<file path="config.mk">
export PLATFORM = sky130hd
export DESIGN_NAME = smpp_prog_port
export DESIGN_NICKNAME = d
export VERILOG_FILES = /design/src/rtl/smpp_pkg.sv /design/src/rtl/smpp_prog_port.sv
export SDC_FILE = /design/constraint.sdc
export NUM_CORES = 2
export LEC_CHECK = 0
export ABC_AREA = 1
export BUFFER_PORTS_ARGS = -buffer_cell sky130_fd_sc_hd__buf_2
export CORE_ASPECT_RATIO = 1.25
export CORE_UTILIZATION = 47
export DETAILED_ROUTE_END_ITERATION = 10
export SLEW_MARGIN = 20
export SYNTH_ARGS = -nofsm -noshare
export SYNTH_HDL_FRONTEND = slang
export SYNTH_SLANG_ARGS = --single-unit
</file>
<file path="constraint.sdc">
create_clock -name hclk -period 8.3 [get_ports hclk]
set_clock_uncertainty 0.15 [all_clocks]
set_input_delay 0.415 -clock hclk [delete_from_list [all_inputs] [get_ports hclk]]
set_output_delay 0.415 -clock hclk [all_outputs]
set_load 0.03 [all_outputs]
</file>
<file path="src/rtl/smpp_pkg.sv">
// Constants, types and CRC helper for the supply-line programming port.
// Assumes a single 250 MHz clock domain and a 32-bit AHB-Lite register bus.
package smpp_pkg;

    // Register byte offsets on the bus
    localparam logic [7:0] OFF_CTRL = 8'h00;
    localparam logic [7:0] OFF_STATUS = 8'h04;
    localparam logic [7:0] OFF_MEM = 8'h80;

    // Control and status field positions
    localparam int CTRL_DIS_BIT = 0;
    localparam logic CTRL_DIS_RESET = 1'b0;
    localparam int ST_COMM_BIT = 0;
    localparam int ST_AE_BIT = 1;
    localparam int ST_OR_BIT = 2;
    localparam int ST_CS_BIT = 3;
    localparam int ST_BUSY_BIT = 4;
    localparam int ST_HALF_LSB = 16;

    // Frame layout
    localparam logic [1:0] SYNC_CODE = 2'h0;
    localparam logic [5:0] ACCESS_ADDR = 6'h3F;
    localparam logic [15:0] ACCESS_DATA = 16'h62D2;
    localparam logic [4:0] RD_BITS = 5'h0E;
    localparam logic [4:0] WR_BITS = 5'h1E;
    localparam logic [4:0] RD_CRC_N = 5'h0B;
    localparam logic [4:0] WR_CRC_N = 5'h1B;
    localparam logic [4:0] RESP_CRC_N = 5'h16;
    localparam logic [4:0] RESP_LAST = 5'h1A;
    localparam int MEM_WORDS = 32;

    // CRC generator: x^3 + x + 1, preset all ones
    localparam logic [2:0] CRC_POLY = 3'h3;
    localparam logic [2:0] CRC_PRESET = 3'h7;

    typedef enum logic [1:0] {
        RX_IDLE = 2'h0,
        RX_MEAS = 2'h1,
        RX_SYNC2 = 2'h2,
        RX_BITS = 2'h3
    } smpp_rx_t;

    typedef enum logic [0:0] {
        TX_IDLE = 1'h0,
        TX_RUN = 1'h1
    } smpp_tx_t;

    typedef struct packed {
        logic dir;
        logic [3:0] mask;
        logic [5:0] addr;
        logic [15:0] data;
        logic [2:0] crc;
    } smpp_frame_t;

    typedef struct packed {
        logic [1:0] id;
        logic bc;
        logic ae;
        logic ovr;
        logic cs;
    } smpp_status_t;

    // CRC over the low n bits of p, MSB first
    function automatic logic [2:0] crc3(input logic [26:0] p, input logic [4:0] n);
        logic [2:0] c;
        logic fb;
        c = CRC_PRESET;
        fb = 1'b0;
        for (int i = 26; i >= 0; i--) begin
            if (i < int'(n)) begin
                fb = p[i] ^ c[2];
                c = {c[1:0], 1'b0} ^ (fb ? CRC_POLY : 3'h0);
            end
        end
        return c;
    endfunction

endpackage

</file>
<file path="src/rtl/smpp_prog_port.sv">
// Supply-line Manchester programming port with AHB-Lite register access.
// Assumes the supply comparator, strap pins and angle PWM source feed it,
// and that a pad ring resolves the open-drain PWM pin from pwm_pad_oe.
//
// Notes on behaviour
// - Mid-cell rise is zero, fall is one.
// - Fields travel most significant bit first.
// - Disable bit set ignores all supply activity.
// - Answer at the bit rate host used.
// - Answer only pulls low or releases.
// - Nothing acted on before access code.
// - Access code enters communication mode.
// - Exit code restores angle output.
// - Entering communication mode stops angle output immediately.
// - Host starts; device answers reads only.
// - Frames open with two zero sync bits.
// - Direction, four-bit mask, six-bit address follow.
// - Writes carry sixteen data bits; reads none.
// - Three-bit CRC ends every command.
// - Die ID from two straps, high pin upper.
// - Access code: all-ones address, word 62D2.
// - Exit code: all-ones address, other word.
// - Response: status, sixteen data bits, CRC.
// - Odd address read zeroes upper byte.
`timescale 1ns/1ps

module smpp_prog_port #(
    parameter int CNT_W = 16
) (
    input wire logic hclk,
    input wire logic hresetn,
    input wire logic hsel,
    input wire logic [31:0] haddr,
    input wire logic [1:0] htrans,
    input wire logic hwrite,
    input wire logic [2:0] hsize,
    input wire logic [31:0] hwdata,
    input wire logic hready,
    output logic hreadyout,
    output logic [31:0] hrdata,
    output logic hresp,
    input wire logic supply_cmp_in,
    input wire logic die_strap_low,
    input wire logic die_strap_high,
    input wire logic angle_pwm_in,
    output logic pwm_pad_o,
    output logic pwm_pad_oe,
    output logic comm_mode
);

    if (CNT_W < 4 || CNT_W > 24) begin : g_chk
        $error("CNT_W must lie between 4 and 24");
    end

    // Pin synchronisers, three stages each
    logic [2:0] sy1_q, sy2_q, sy3_q, lvl_q;
    logic line_prev_q;
    wire [2:0] pins_in = {supply_cmp_in, die_strap_high, die_strap_low};

    always_ff @(posedge hclk or negedge hresetn) begin
        if (!hresetn) begin
            sy1_q <= 3'h0;
            sy2_q <= 3'h0;
            sy3_q <= 3'h0;
            lvl_q <= 3'h0;
            line_prev_q <= 1'b0;
        end else begin
            sy1_q <= pins_in;
            sy2_q <= sy1_q;
            sy3_q <= sy2_q;
            lvl_q <= (sy2_q & ~(sy2_q ^ sy3_q)) | (lvl_q & (sy2_q ^ sy3_q));
            line_prev_q <= lvl_q[2];
        end
    end

    // Line edges and die identity
    wire line = lvl_q[2];
    wire rise = line & ~line_prev_q;
    wire fall = ~line & line_prev_q;
    wire edge_seen = rise | fall;
    wire [1:0] die_id = lvl_q[1:0];

    // Receiver state
    smpp_pkg::smpp_rx_t rx_state_q;
    logic [CNT_W-1:0] cnt_q, half_q;
    logic [4:0] nbits_q;
    logic [29:0] sr_q;
    logic ctrl_dis_q, comm_q, ae_q, or_q, cs_q;

    // Decision windows derived from the measured half-bit
    wire [CNT_W+1:0] cnt_ext = {2'b00, cnt_q};
    wire [CNT_W+1:0] win = {2'b00, half_q} + {3'b000, half_q[CNT_W-1:1]};
    wire [CNT_W+1:0] tout = win + {2'b00, half_q};
    wire sat = &cnt_q;
    wire mid_edge = (rx_state_q == smpp_pkg::RX_BITS) && edge_seen && (cnt_ext >= win);
    wire tout_hit = (rx_state_q == smpp_pkg::RX_BITS) && !edge_seen && (cnt_ext >= tout);
    wire sync_bad = (rx_state_q == smpp_pkg::RX_SYNC2) && !rise && (fall || cnt_ext >= win);
    wire overflow = mid_edge && (nbits_q == smpp_pkg::WR_BITS);

    // Frame decode
    wire fr_rd = (nbits_q == smpp_pkg::RD_BITS) && sr_q[13];
    wire fr_wr = (nbits_q == smpp_pkg::WR_BITS) && !sr_q[29];
    smpp_pkg::smpp_frame_t fr;
    assign fr = fr_rd ? smpp_pkg::smpp_frame_t'({sr_q[13:3], 16'h0000, sr_q[2:0]}) : smpp_pkg::smpp_frame_t'(sr_q);
    wire [26:0] crc_in = fr_rd ? {16'h0000, sr_q[13:3]} : sr_q[29:3];
    wire [4:0] crc_n = fr_rd ? smpp_pkg::RD_CRC_N : smpp_pkg::WR_CRC_N;
    wire crc_ok = (smpp_pkg::crc3(crc_in, crc_n) == fr.crc);
    wire frame_ok = tout_hit && (fr_rd || fr_wr);
    wire good = frame_ok && crc_ok;
    wire crc_err = frame_ok && !crc_ok;
    wire ae_set = (sync_bad || overflow || (tout_hit && !(fr_rd || fr_wr))) && !ctrl_dis_q;

    // Command classification
    wire is_code = fr_wr && (fr.addr == smpp_pkg::ACCESS_ADDR);
    wire acc_hit = good && is_code && (fr.data == smpp_pkg::ACCESS_DATA);
    wire exit_hit = good && is_code && (fr.data != smpp_pkg::ACCESS_DATA);
    wire bcast = (fr.mask == 4'h0);
    wire selected = bcast || fr.mask[die_id];
    smpp_pkg::smpp_tx_t tx_state_q;
    wire tx_idle = (tx_state_q == smpp_pkg::TX_IDLE);
    wire mwr_en = good && comm_q && fr_wr && !is_code && selected;
    wire rd_go = good && comm_q && fr_rd && selected && tx_idle;
    wire ovr_set = good && !tx_idle;
    wire comm_d = acc_hit ? 1'b1 : (exit_hit ? 1'b0 : comm_q);

    // Manchester cell decoder, timed from the sync bits
    always_ff @(posedge hclk or negedge hresetn) begin
        if (!hresetn) begin
            rx_state_q <= smpp_pkg::RX_IDLE;
            cnt_q <= '0;
            half_q <= '1;
            nbits_q <= 5'h00;
            sr_q <= 30'h0;
        end else if (ctrl_dis_q) begin
            rx_state_q <= smpp_pkg::RX_IDLE;
        end else begin
            case (rx_state_q)
                smpp_pkg::RX_IDLE: begin
                    cnt_q <= '0;
                    if (rise) begin
                        rx_state_q <= smpp_pkg::RX_MEAS;
                    end
                end
                smpp_pkg::RX_MEAS: begin
                    cnt_q <= fall ? '0 : cnt_q + 1'b1;
                    if (fall) begin
                        half_q <= cnt_q + 1'b1;
                        rx_state_q <= smpp_pkg::RX_SYNC2;
                    end else if (sat) begin
                        rx_state_q <= smpp_pkg::RX_IDLE;
                    end
                end
                smpp_pkg::RX_SYNC2: begin
                    cnt_q <= rise ? '0 : cnt_q + 1'b1;
                    nbits_q <= 5'h00;
                    if (rise) begin
                        rx_state_q <= smpp_pkg::RX_BITS;
                    end else if (sync_bad) begin
                        rx_state_q <= smpp_pkg::RX_IDLE;
                    end
                end
                smpp_pkg::RX_BITS: begin
                    if (mid_edge) begin
                        cnt_q <= '0;
                        sr_q <= {sr_q[28:0], ~line};
                        nbits_q <= nbits_q + 5'h01;
                        if (overflow) begin
                            rx_state_q <= smpp_pkg::RX_IDLE;
                        end
                    end else if (tout_hit) begin
                        rx_state_q <= smpp_pkg::RX_IDLE;
                    end else if (!sat) begin
                        cnt_q <= cnt_q + 1'b1;
                    end
                end
                default: begin
                    rx_state_q <= smpp_pkg::RX_IDLE;
                end
            endcase
        end
    end

    // AHB-Lite address phase capture
    wire ap_take = hsel && htrans[1] && hready;
    logic ap_wr_q, ap_rd_q;
    logic [7:0] ap_addr_q;
    wire ahb_ctrl_wr = ap_wr_q && (ap_addr_q == smpp_pkg::OFF_CTRL);
    wire ahb_mem_wr = ap_wr_q && ap_addr_q[7];

    // Register array shared by the supply link and the bus
    logic [15:0] mem_q [smpp_pkg::MEM_WORDS];
    wire [15:0] rd_word = mem_q[fr.addr[5:1]];
    wire [15:0] rd_data = fr.addr[0] ? {8'h00, rd_word[7:0]} : rd_word;

    always_ff @(posedge hclk or negedge hresetn) begin
        if (!hresetn) begin
            for (int i = 0; i < smpp_pkg::MEM_WORDS; i++) begin
                mem_q[i] <= 16'h0000;
            end
        end else if (mwr_en && fr.addr[0]) begin
            mem_q[fr.addr[5:1]][7:0] <= fr.data[7:0];
        end else if (mwr_en) begin
            mem_q[fr.addr[5:1]] <= fr.data;
        end else if (ahb_mem_wr) begin
            mem_q[ap_addr_q[6:2]] <= hwdata[15:0];
        end
    end

    // Mode, sticky error flags and control bit
    always_ff @(posedge hclk or negedge hresetn) begin
        if (!hresetn) begin
            comm_q <= 1'b0;
            ae_q <= 1'b0;
            or_q <= 1'b0;
            cs_q <= 1'b0;
            ctrl_dis_q <= smpp_pkg::CTRL_DIS_RESET;
        end else begin
            comm_q <= comm_d;
            ae_q <= ae_set | (ae_q & ~rd_go);
            or_q <= ovr_set | (or_q & ~rd_go);
            cs_q <= crc_err | (cs_q & ~rd_go);
            ctrl_dis_q <= ahb_ctrl_wr ? hwdata[smpp_pkg::CTRL_DIS_BIT] : ctrl_dis_q;
        end
    end

    // Response word: sync, status, data, CRC
    smpp_pkg::smpp_status_t st;
    assign st = '{id: (bcast ? 2'b00 : die_id), bc: bcast, ae: ae_q, ovr: or_q, cs: cs_q};
    wire [21:0] resp_body = {st, rd_data};
    wire [26:0] tx_word = {smpp_pkg::SYNC_CODE, resp_body, smpp_pkg::crc3({5'h00, resp_body}, smpp_pkg::RESP_CRC_N)};

    // Response serialiser at the host's half-bit
    logic [26:0] tx_sr_q;
    logic [4:0] tx_left_q;
    logic [CNT_W-1:0] tx_cnt_q, tx_half_q;
    logic tx_ph_q;
    wire tx_tick = (tx_cnt_q == tx_half_q - 1'b1);

    always_ff @(posedge hclk or negedge hresetn) begin
        if (!hresetn) begin
            tx_state_q <= smpp_pkg::TX_IDLE;
            tx_sr_q <= 27'h0;
            tx_left_q <= 5'h00;
            tx_cnt_q <= '0;
            tx_half_q <= '1;
            tx_ph_q <= 1'b0;
        end else if (tx_idle) begin
            tx_cnt_q <= '0;
            tx_ph_q <= 1'b0;
            if (rd_go) begin
                tx_state_q <= smpp_pkg::TX_RUN;
                tx_sr_q <= tx_word;
                tx_left_q <= smpp_pkg::RESP_LAST;
                tx_half_q <= half_q;
            end
        end else if (!tx_tick) begin
            tx_cnt_q <= tx_cnt_q + 1'b1;
        end else begin
            tx_cnt_q <= '0;
            tx_ph_q <= ~tx_ph_q;
            if (tx_ph_q && tx_left_q == 5'h00) begin
                tx_state_q <= smpp_pkg::TX_IDLE;
            end else if (tx_ph_q) begin
                tx_left_q <= tx_left_q - 5'h01;
                tx_sr_q <= {tx_sr_q[25:0], 1'b0};
            end
        end
    end

    // Open-drain pin: angle output or Manchester answer
    wire tx_level = tx_ph_q ? ~tx_sr_q[26] : tx_sr_q[26];
    wire tx_drive = !tx_idle && !tx_level;
    logic pwm_oe_q;

    always_ff @(posedge hclk or negedge hresetn) begin
        if (!hresetn) begin
            pwm_oe_q <= 1'b0;
        end else begin
            pwm_oe_q <= comm_d ? tx_drive : ~angle_pwm_in;
        end
    end

    assign pwm_pad_o = 1'b0;
    assign pwm_pad_oe = pwm_oe_q;
    assign comm_mode = comm_q;

    // Bus read mux, one wait state per read
    logic [31:0] hrdata_q;
    wire [31:0] st_word = {16'(half_q), 11'h000, !tx_idle, cs_q, or_q, ae_q, comm_q};
    wire [31:0] rd_mux = ap_addr_q[7] ? {16'h0000, mem_q[ap_addr_q[6:2]]} :
                         (ap_addr_q == smpp_pkg::OFF_CTRL) ? {31'h0, ctrl_dis_q} :
                         (ap_addr_q == smpp_pkg::OFF_STATUS) ? st_word : 32'h0;

    always_ff @(posedge hclk or negedge hresetn) begin
        if (!hresetn) begin
            ap_wr_q <= 1'b0;
            ap_rd_q <= 1'b0;
            ap_addr_q <= 8'h00;
            hrdata_q <= 32'h0;
        end else begin
            ap_wr_q <= ap_take && hwrite;
            ap_rd_q <= ap_take && !hwrite;
            ap_addr_q <= ap_take ? haddr[7:0] : ap_addr_q;
            hrdata_q <= ap_rd_q ? rd_mux : hrdata_q;
        end
    end

    assign hreadyout = !ap_rd_q;
    assign hrdata = hrdata_q;
    assign hresp = 1'b0;
endmodule

</file>
==> results.tsv <==
stage	metric	value	unit
timing	fin crit period	7.56	ns
finish	layout cells sized above 1	0.0910	
die	Die H	367	µm
pwr	PD cells	186	mW/mm²
clocking	# hold bufs at CTS	14	
yosys	Seq/Total Area, Yosys	0.355	
yosys	xor/xnor share of the synthesized area	0.0153	
route	initial drt markers	7283	
pwr	Leak Pwr	25.5	nW
clocking	clock tree from TritonCTS	done	
pwr	switching part of the total	0.334	
critical_path	WS Path Type	flip-flop to flip-flop	
yosys	Synth Warn #	0	
critical_path	r2r worst-path depth	35	
global_routing	vias in the first global route	50000	
route	post-route ant nets	0	
yosys	simple-gate share of the synthesized area	0.266	
yosys	post-synthesis mux area share	0.00321	
yosys	Syn Inst Count	7173	
clocking	Sink Count	708	
critical_path	Critical Path Slowest Stage Cell	dfstp_2	
die	Site Rows	133	
critical_path	crit path max fanout	57	
route	Total Wirelength	229000	µm
timing	final hold vios	0	
yosys	Netlist Area Pre-Place	0.0500	mm²
global_routing	GRT Resource Usage Total	0.420	
clocking	post-cts sizing count	0	
placement	Detail Placement HPWL	155000	µm
route	DR WL/cell	26.8	µm
yosys	Adder-Cell Fraction of Synth Area	0.0197	
timing	RSZ-0062 raised after global routing	no	
clocking	clk slew on worst S/H paths	0.06	ns
hold_path	Hold Crit Class	input port to async pin	
timing	Fin Setup TNS	0	ns
clocking	H-tree levels	3	
clocking	clock buffer depth	3	
placement	GPL Wtd Cong	1.01	
critical_path	crit-path max cell delay	0.63	ns
clocking	root buf cell	clkbuf_16	
clocking	clock latency on the worst-skew pair	0.72	ns
pwr	sequential fraction of design power	0.411	
run	Max Cap Viol	0	
critical_path	critical path startpoint category	flip-flop	
route	via/cell ratio	6.30	
die	top-level I/O count	115	
critical_path	r2r setup slk	0.74	ns
yosys	#FFs+latches synth	708	
yosys	Synth Area in Compound Gates	0.231	
timing	Tcrit/Tclk final	0.911	
critical_path	Worst Setup EP	mem_q[333]	
finish	multi-input logic area	0.0269	mm²
pwr	clock share of power	0.392	
finish	Fillers	10500	
global_routing	first-pass GRT wire length	335000	µm
global_routing	total gr overflow	0	
global_routing	pin count of the biggest net entering global routing	149	
global_routing	initial antenna violation count	5	
placement	Port Buffers	68	
yosys	number of flops mapped to enable cells by yosys	0	
timing	Final setup viols	0	
finish	Nets	7225	
timing	worst slew pin tran	1.18	ns
route	first drt pass iteration count	8	
critical_path	Worst Path Required	8.79	ns
run_status	status	complete, no violations	
critical_path	Worst Path Buf+Inv	3	
timing	Max Slew Vio Count	0	
pwr	combinational share of power	0.197	
critical_path	crit end category	flip-flop	
placement	worst slack at placement	0.888	ns
yosys	syn_area_per_cell	6.96	µm²
finish	synth-to-layout area growth	9.27	%
pwr	Int Power	6.78	mW
timing	worst hold slack	0.0634	ns
timing	Peak Freq	0.132	GHz
timing	Slew headroom	0.212	
critical_path	Crit path depth	35	
route	total number of vias	53900	
critical_path	cell mode on critical path	nand2_1	
yosys	synth unique cells	67	
critical_path	cell family with most CP delay	simple AND/OR/NAND/NOR gates	
die	Core ar.	0.105	mm²
die	die width	294	µm
route	DRC	0	
finish	register area	0.0178	mm²
pwr	Net Sw Power	3.40	mW
critical_path	Reg-to-Reg Start	half_q[2]	
yosys	largest family of logic cells by synthesized area	simple AND/OR/NAND/NOR gates	
timing	post-route setup slack	0.742	ns
clocking	Post-CTS Setup Bufs	0	
critical_path	FF-to-FF End	mem_q[333]	
yosys	Main synth FF type	dfrtp_1	
critical_path	WP data arrival	8.05	ns
clocking	CTS Buf Count	83	
yosys	asr flop ratio synth	1.00	
finish	Antenna Cells	0	
critical_path	crit path launch	half_q[2]	
pwr	maximum vdd drop	195	µV
finish	utilization after layout	0.518	
die	Starting Density	0.474	
die	die area	0.108	mm²
==> stage by stage <==
| stage | std cells | power [mW] | cell area (µm²) |
|---|---|---|---|
| 2_1_floorplan | 7174 | 5.37 | 50000 |
| 3_3_place_gp | 8387 | 6.12 | 51600 |
| 3_5_place_dp | 8387 | 6.15 | 51600 |
| 4_1_cts | 8553 | 10.1 | 54600 |
| 5_1_grt | 8556 | 10.5 | 54600 |
| 6_report | 8556 | 10.2 | 54600 |
==> layout by cell type (no fill, tap or decap), drive strengths merged, types with 51 or more instances in the layout <==
| master | instances |
|---|---|
| a21oi | 491 |
| a22oi | 160 |
| buf | 283 |
| clkbuf | 118 |
| dfrtp | 676 |
| ha | 73 |
| inv | 768 |
| nand2 | 1575 |
| nand3 | 512 |
| nand4 | 181 |
| nor2 | 773 |
| o211ai | 250 |
| o21ai | 581 |
| o221ai | 51 |
| o22ai | 301 |
| xor2 | 59 |
==> metal layers <==
metal  track usage  vias up  wire length, µm
li1              -    24200                -
met1         0.518    25400            83800
met2         0.636     3399            98800
met3        0.0843      915            24600
met4         0.337        6            22100
met5             0        -               59
==> state kept, by name, indices dropped and copies added (netlist names), 2 cells and up, named ones only <==
name and flops:
tx_sr_q 27, rx_state_q 2, sy3_q 3, nbits_q 5
ap_addr_q 8, tx_half_q 16, sr_q 30, tx_cnt_q 16
hrdata 32, half_q 16, sy2_q 3, mem_q 512
sy1_q 3, tx_left_q 5, cnt_q 16
==> power by group through the flow <==
stage	Combinational [mW]	Clock, mW	Sequential [mW]
6_report	2.01	3.98	4.18
2_1_floorplan	1.19	0	4.18
4_1_cts	1.94	3.99	4.17
5_1_grt	2.16	4.12	4.22
3_5_place_dp	1.93	0	4.23
3_3_place_gp	1.90	0	4.22
==> how the worst min path moves through the flow <==
stage	startpoint	endpoint	depth (start not counted)
6_report	hresetn	sr_q[13]	2
5_1_grt	hresetn	sr_q[22]	2
4_1_cts	hresetn	mem_q[295]	2
3_5_place_dp	hresetn	sr_q[22]	1
3_3_place_gp	sy1_q[0]	sy2_q[0]	0
2_1_floorplan	hresetn	async pin	0
==> cell families (layout without fill, tap and decap cells) <==
family / after synthesis / count (layout)
buffers and inverters: 1273 / 1238
xor gates and xnor gates: 87 / 87
and+or+nand+nor: 3115 / 3115
muxes: 15 / 15
other: 1 / 2
adders and majority gates: 78 / 78
DFF: 708 / 708
AOI/OAI and AO/OA: 1896 / 1896
==> Yosys cell counts (17+ instances only) <==
cell type / n / area (µm²)
clkbuf_1: 238 / 893
nand2_1: 1524 / 5720
buf_4: 64 / 480
xnor2_1: 28 / 245
o21ai_0: 518 / 2590
buf_2: 110 / 551
a21oi_1: 491 / 2460
buf_1: 33 / 124
o221ai_1: 51 / 447
nor4_1: 17 / 106
buf_6: 38 / 428
o21ai_1: 59 / 295
nand3_1: 500 / 2500
o211ai_1: 207 / 1550
ha_1: 73 / 913
dfstp_2: 32 / 841
nand2_2: 44 / 275
inv_1: 751 / 2820
a22oi_1: 160 / 1200
xor2_1: 59 / 517
nor3_1: 25 / 125
o22ai_1: 301 / 1880
o211ai_2: 43 / 538
dfrtp_1: 676 / 16900
nand4_1: 172 / 1080
clkinv_1: 22 / 82.6
nor2_1: 769 / 2890
==> cell type report <==
cell class,instances,share of cell area
Tap cell,1417,0.0325
Sequential cell,708,0.325
Multi-Input combinational cell,5193,0.493
Inverter,787,0.0543
Clock inverter,36,0.00763
Timing Repair Buffer,299,0.0432
Clock buffer,116,0.0442
Power figures use the tool's default switching activity.
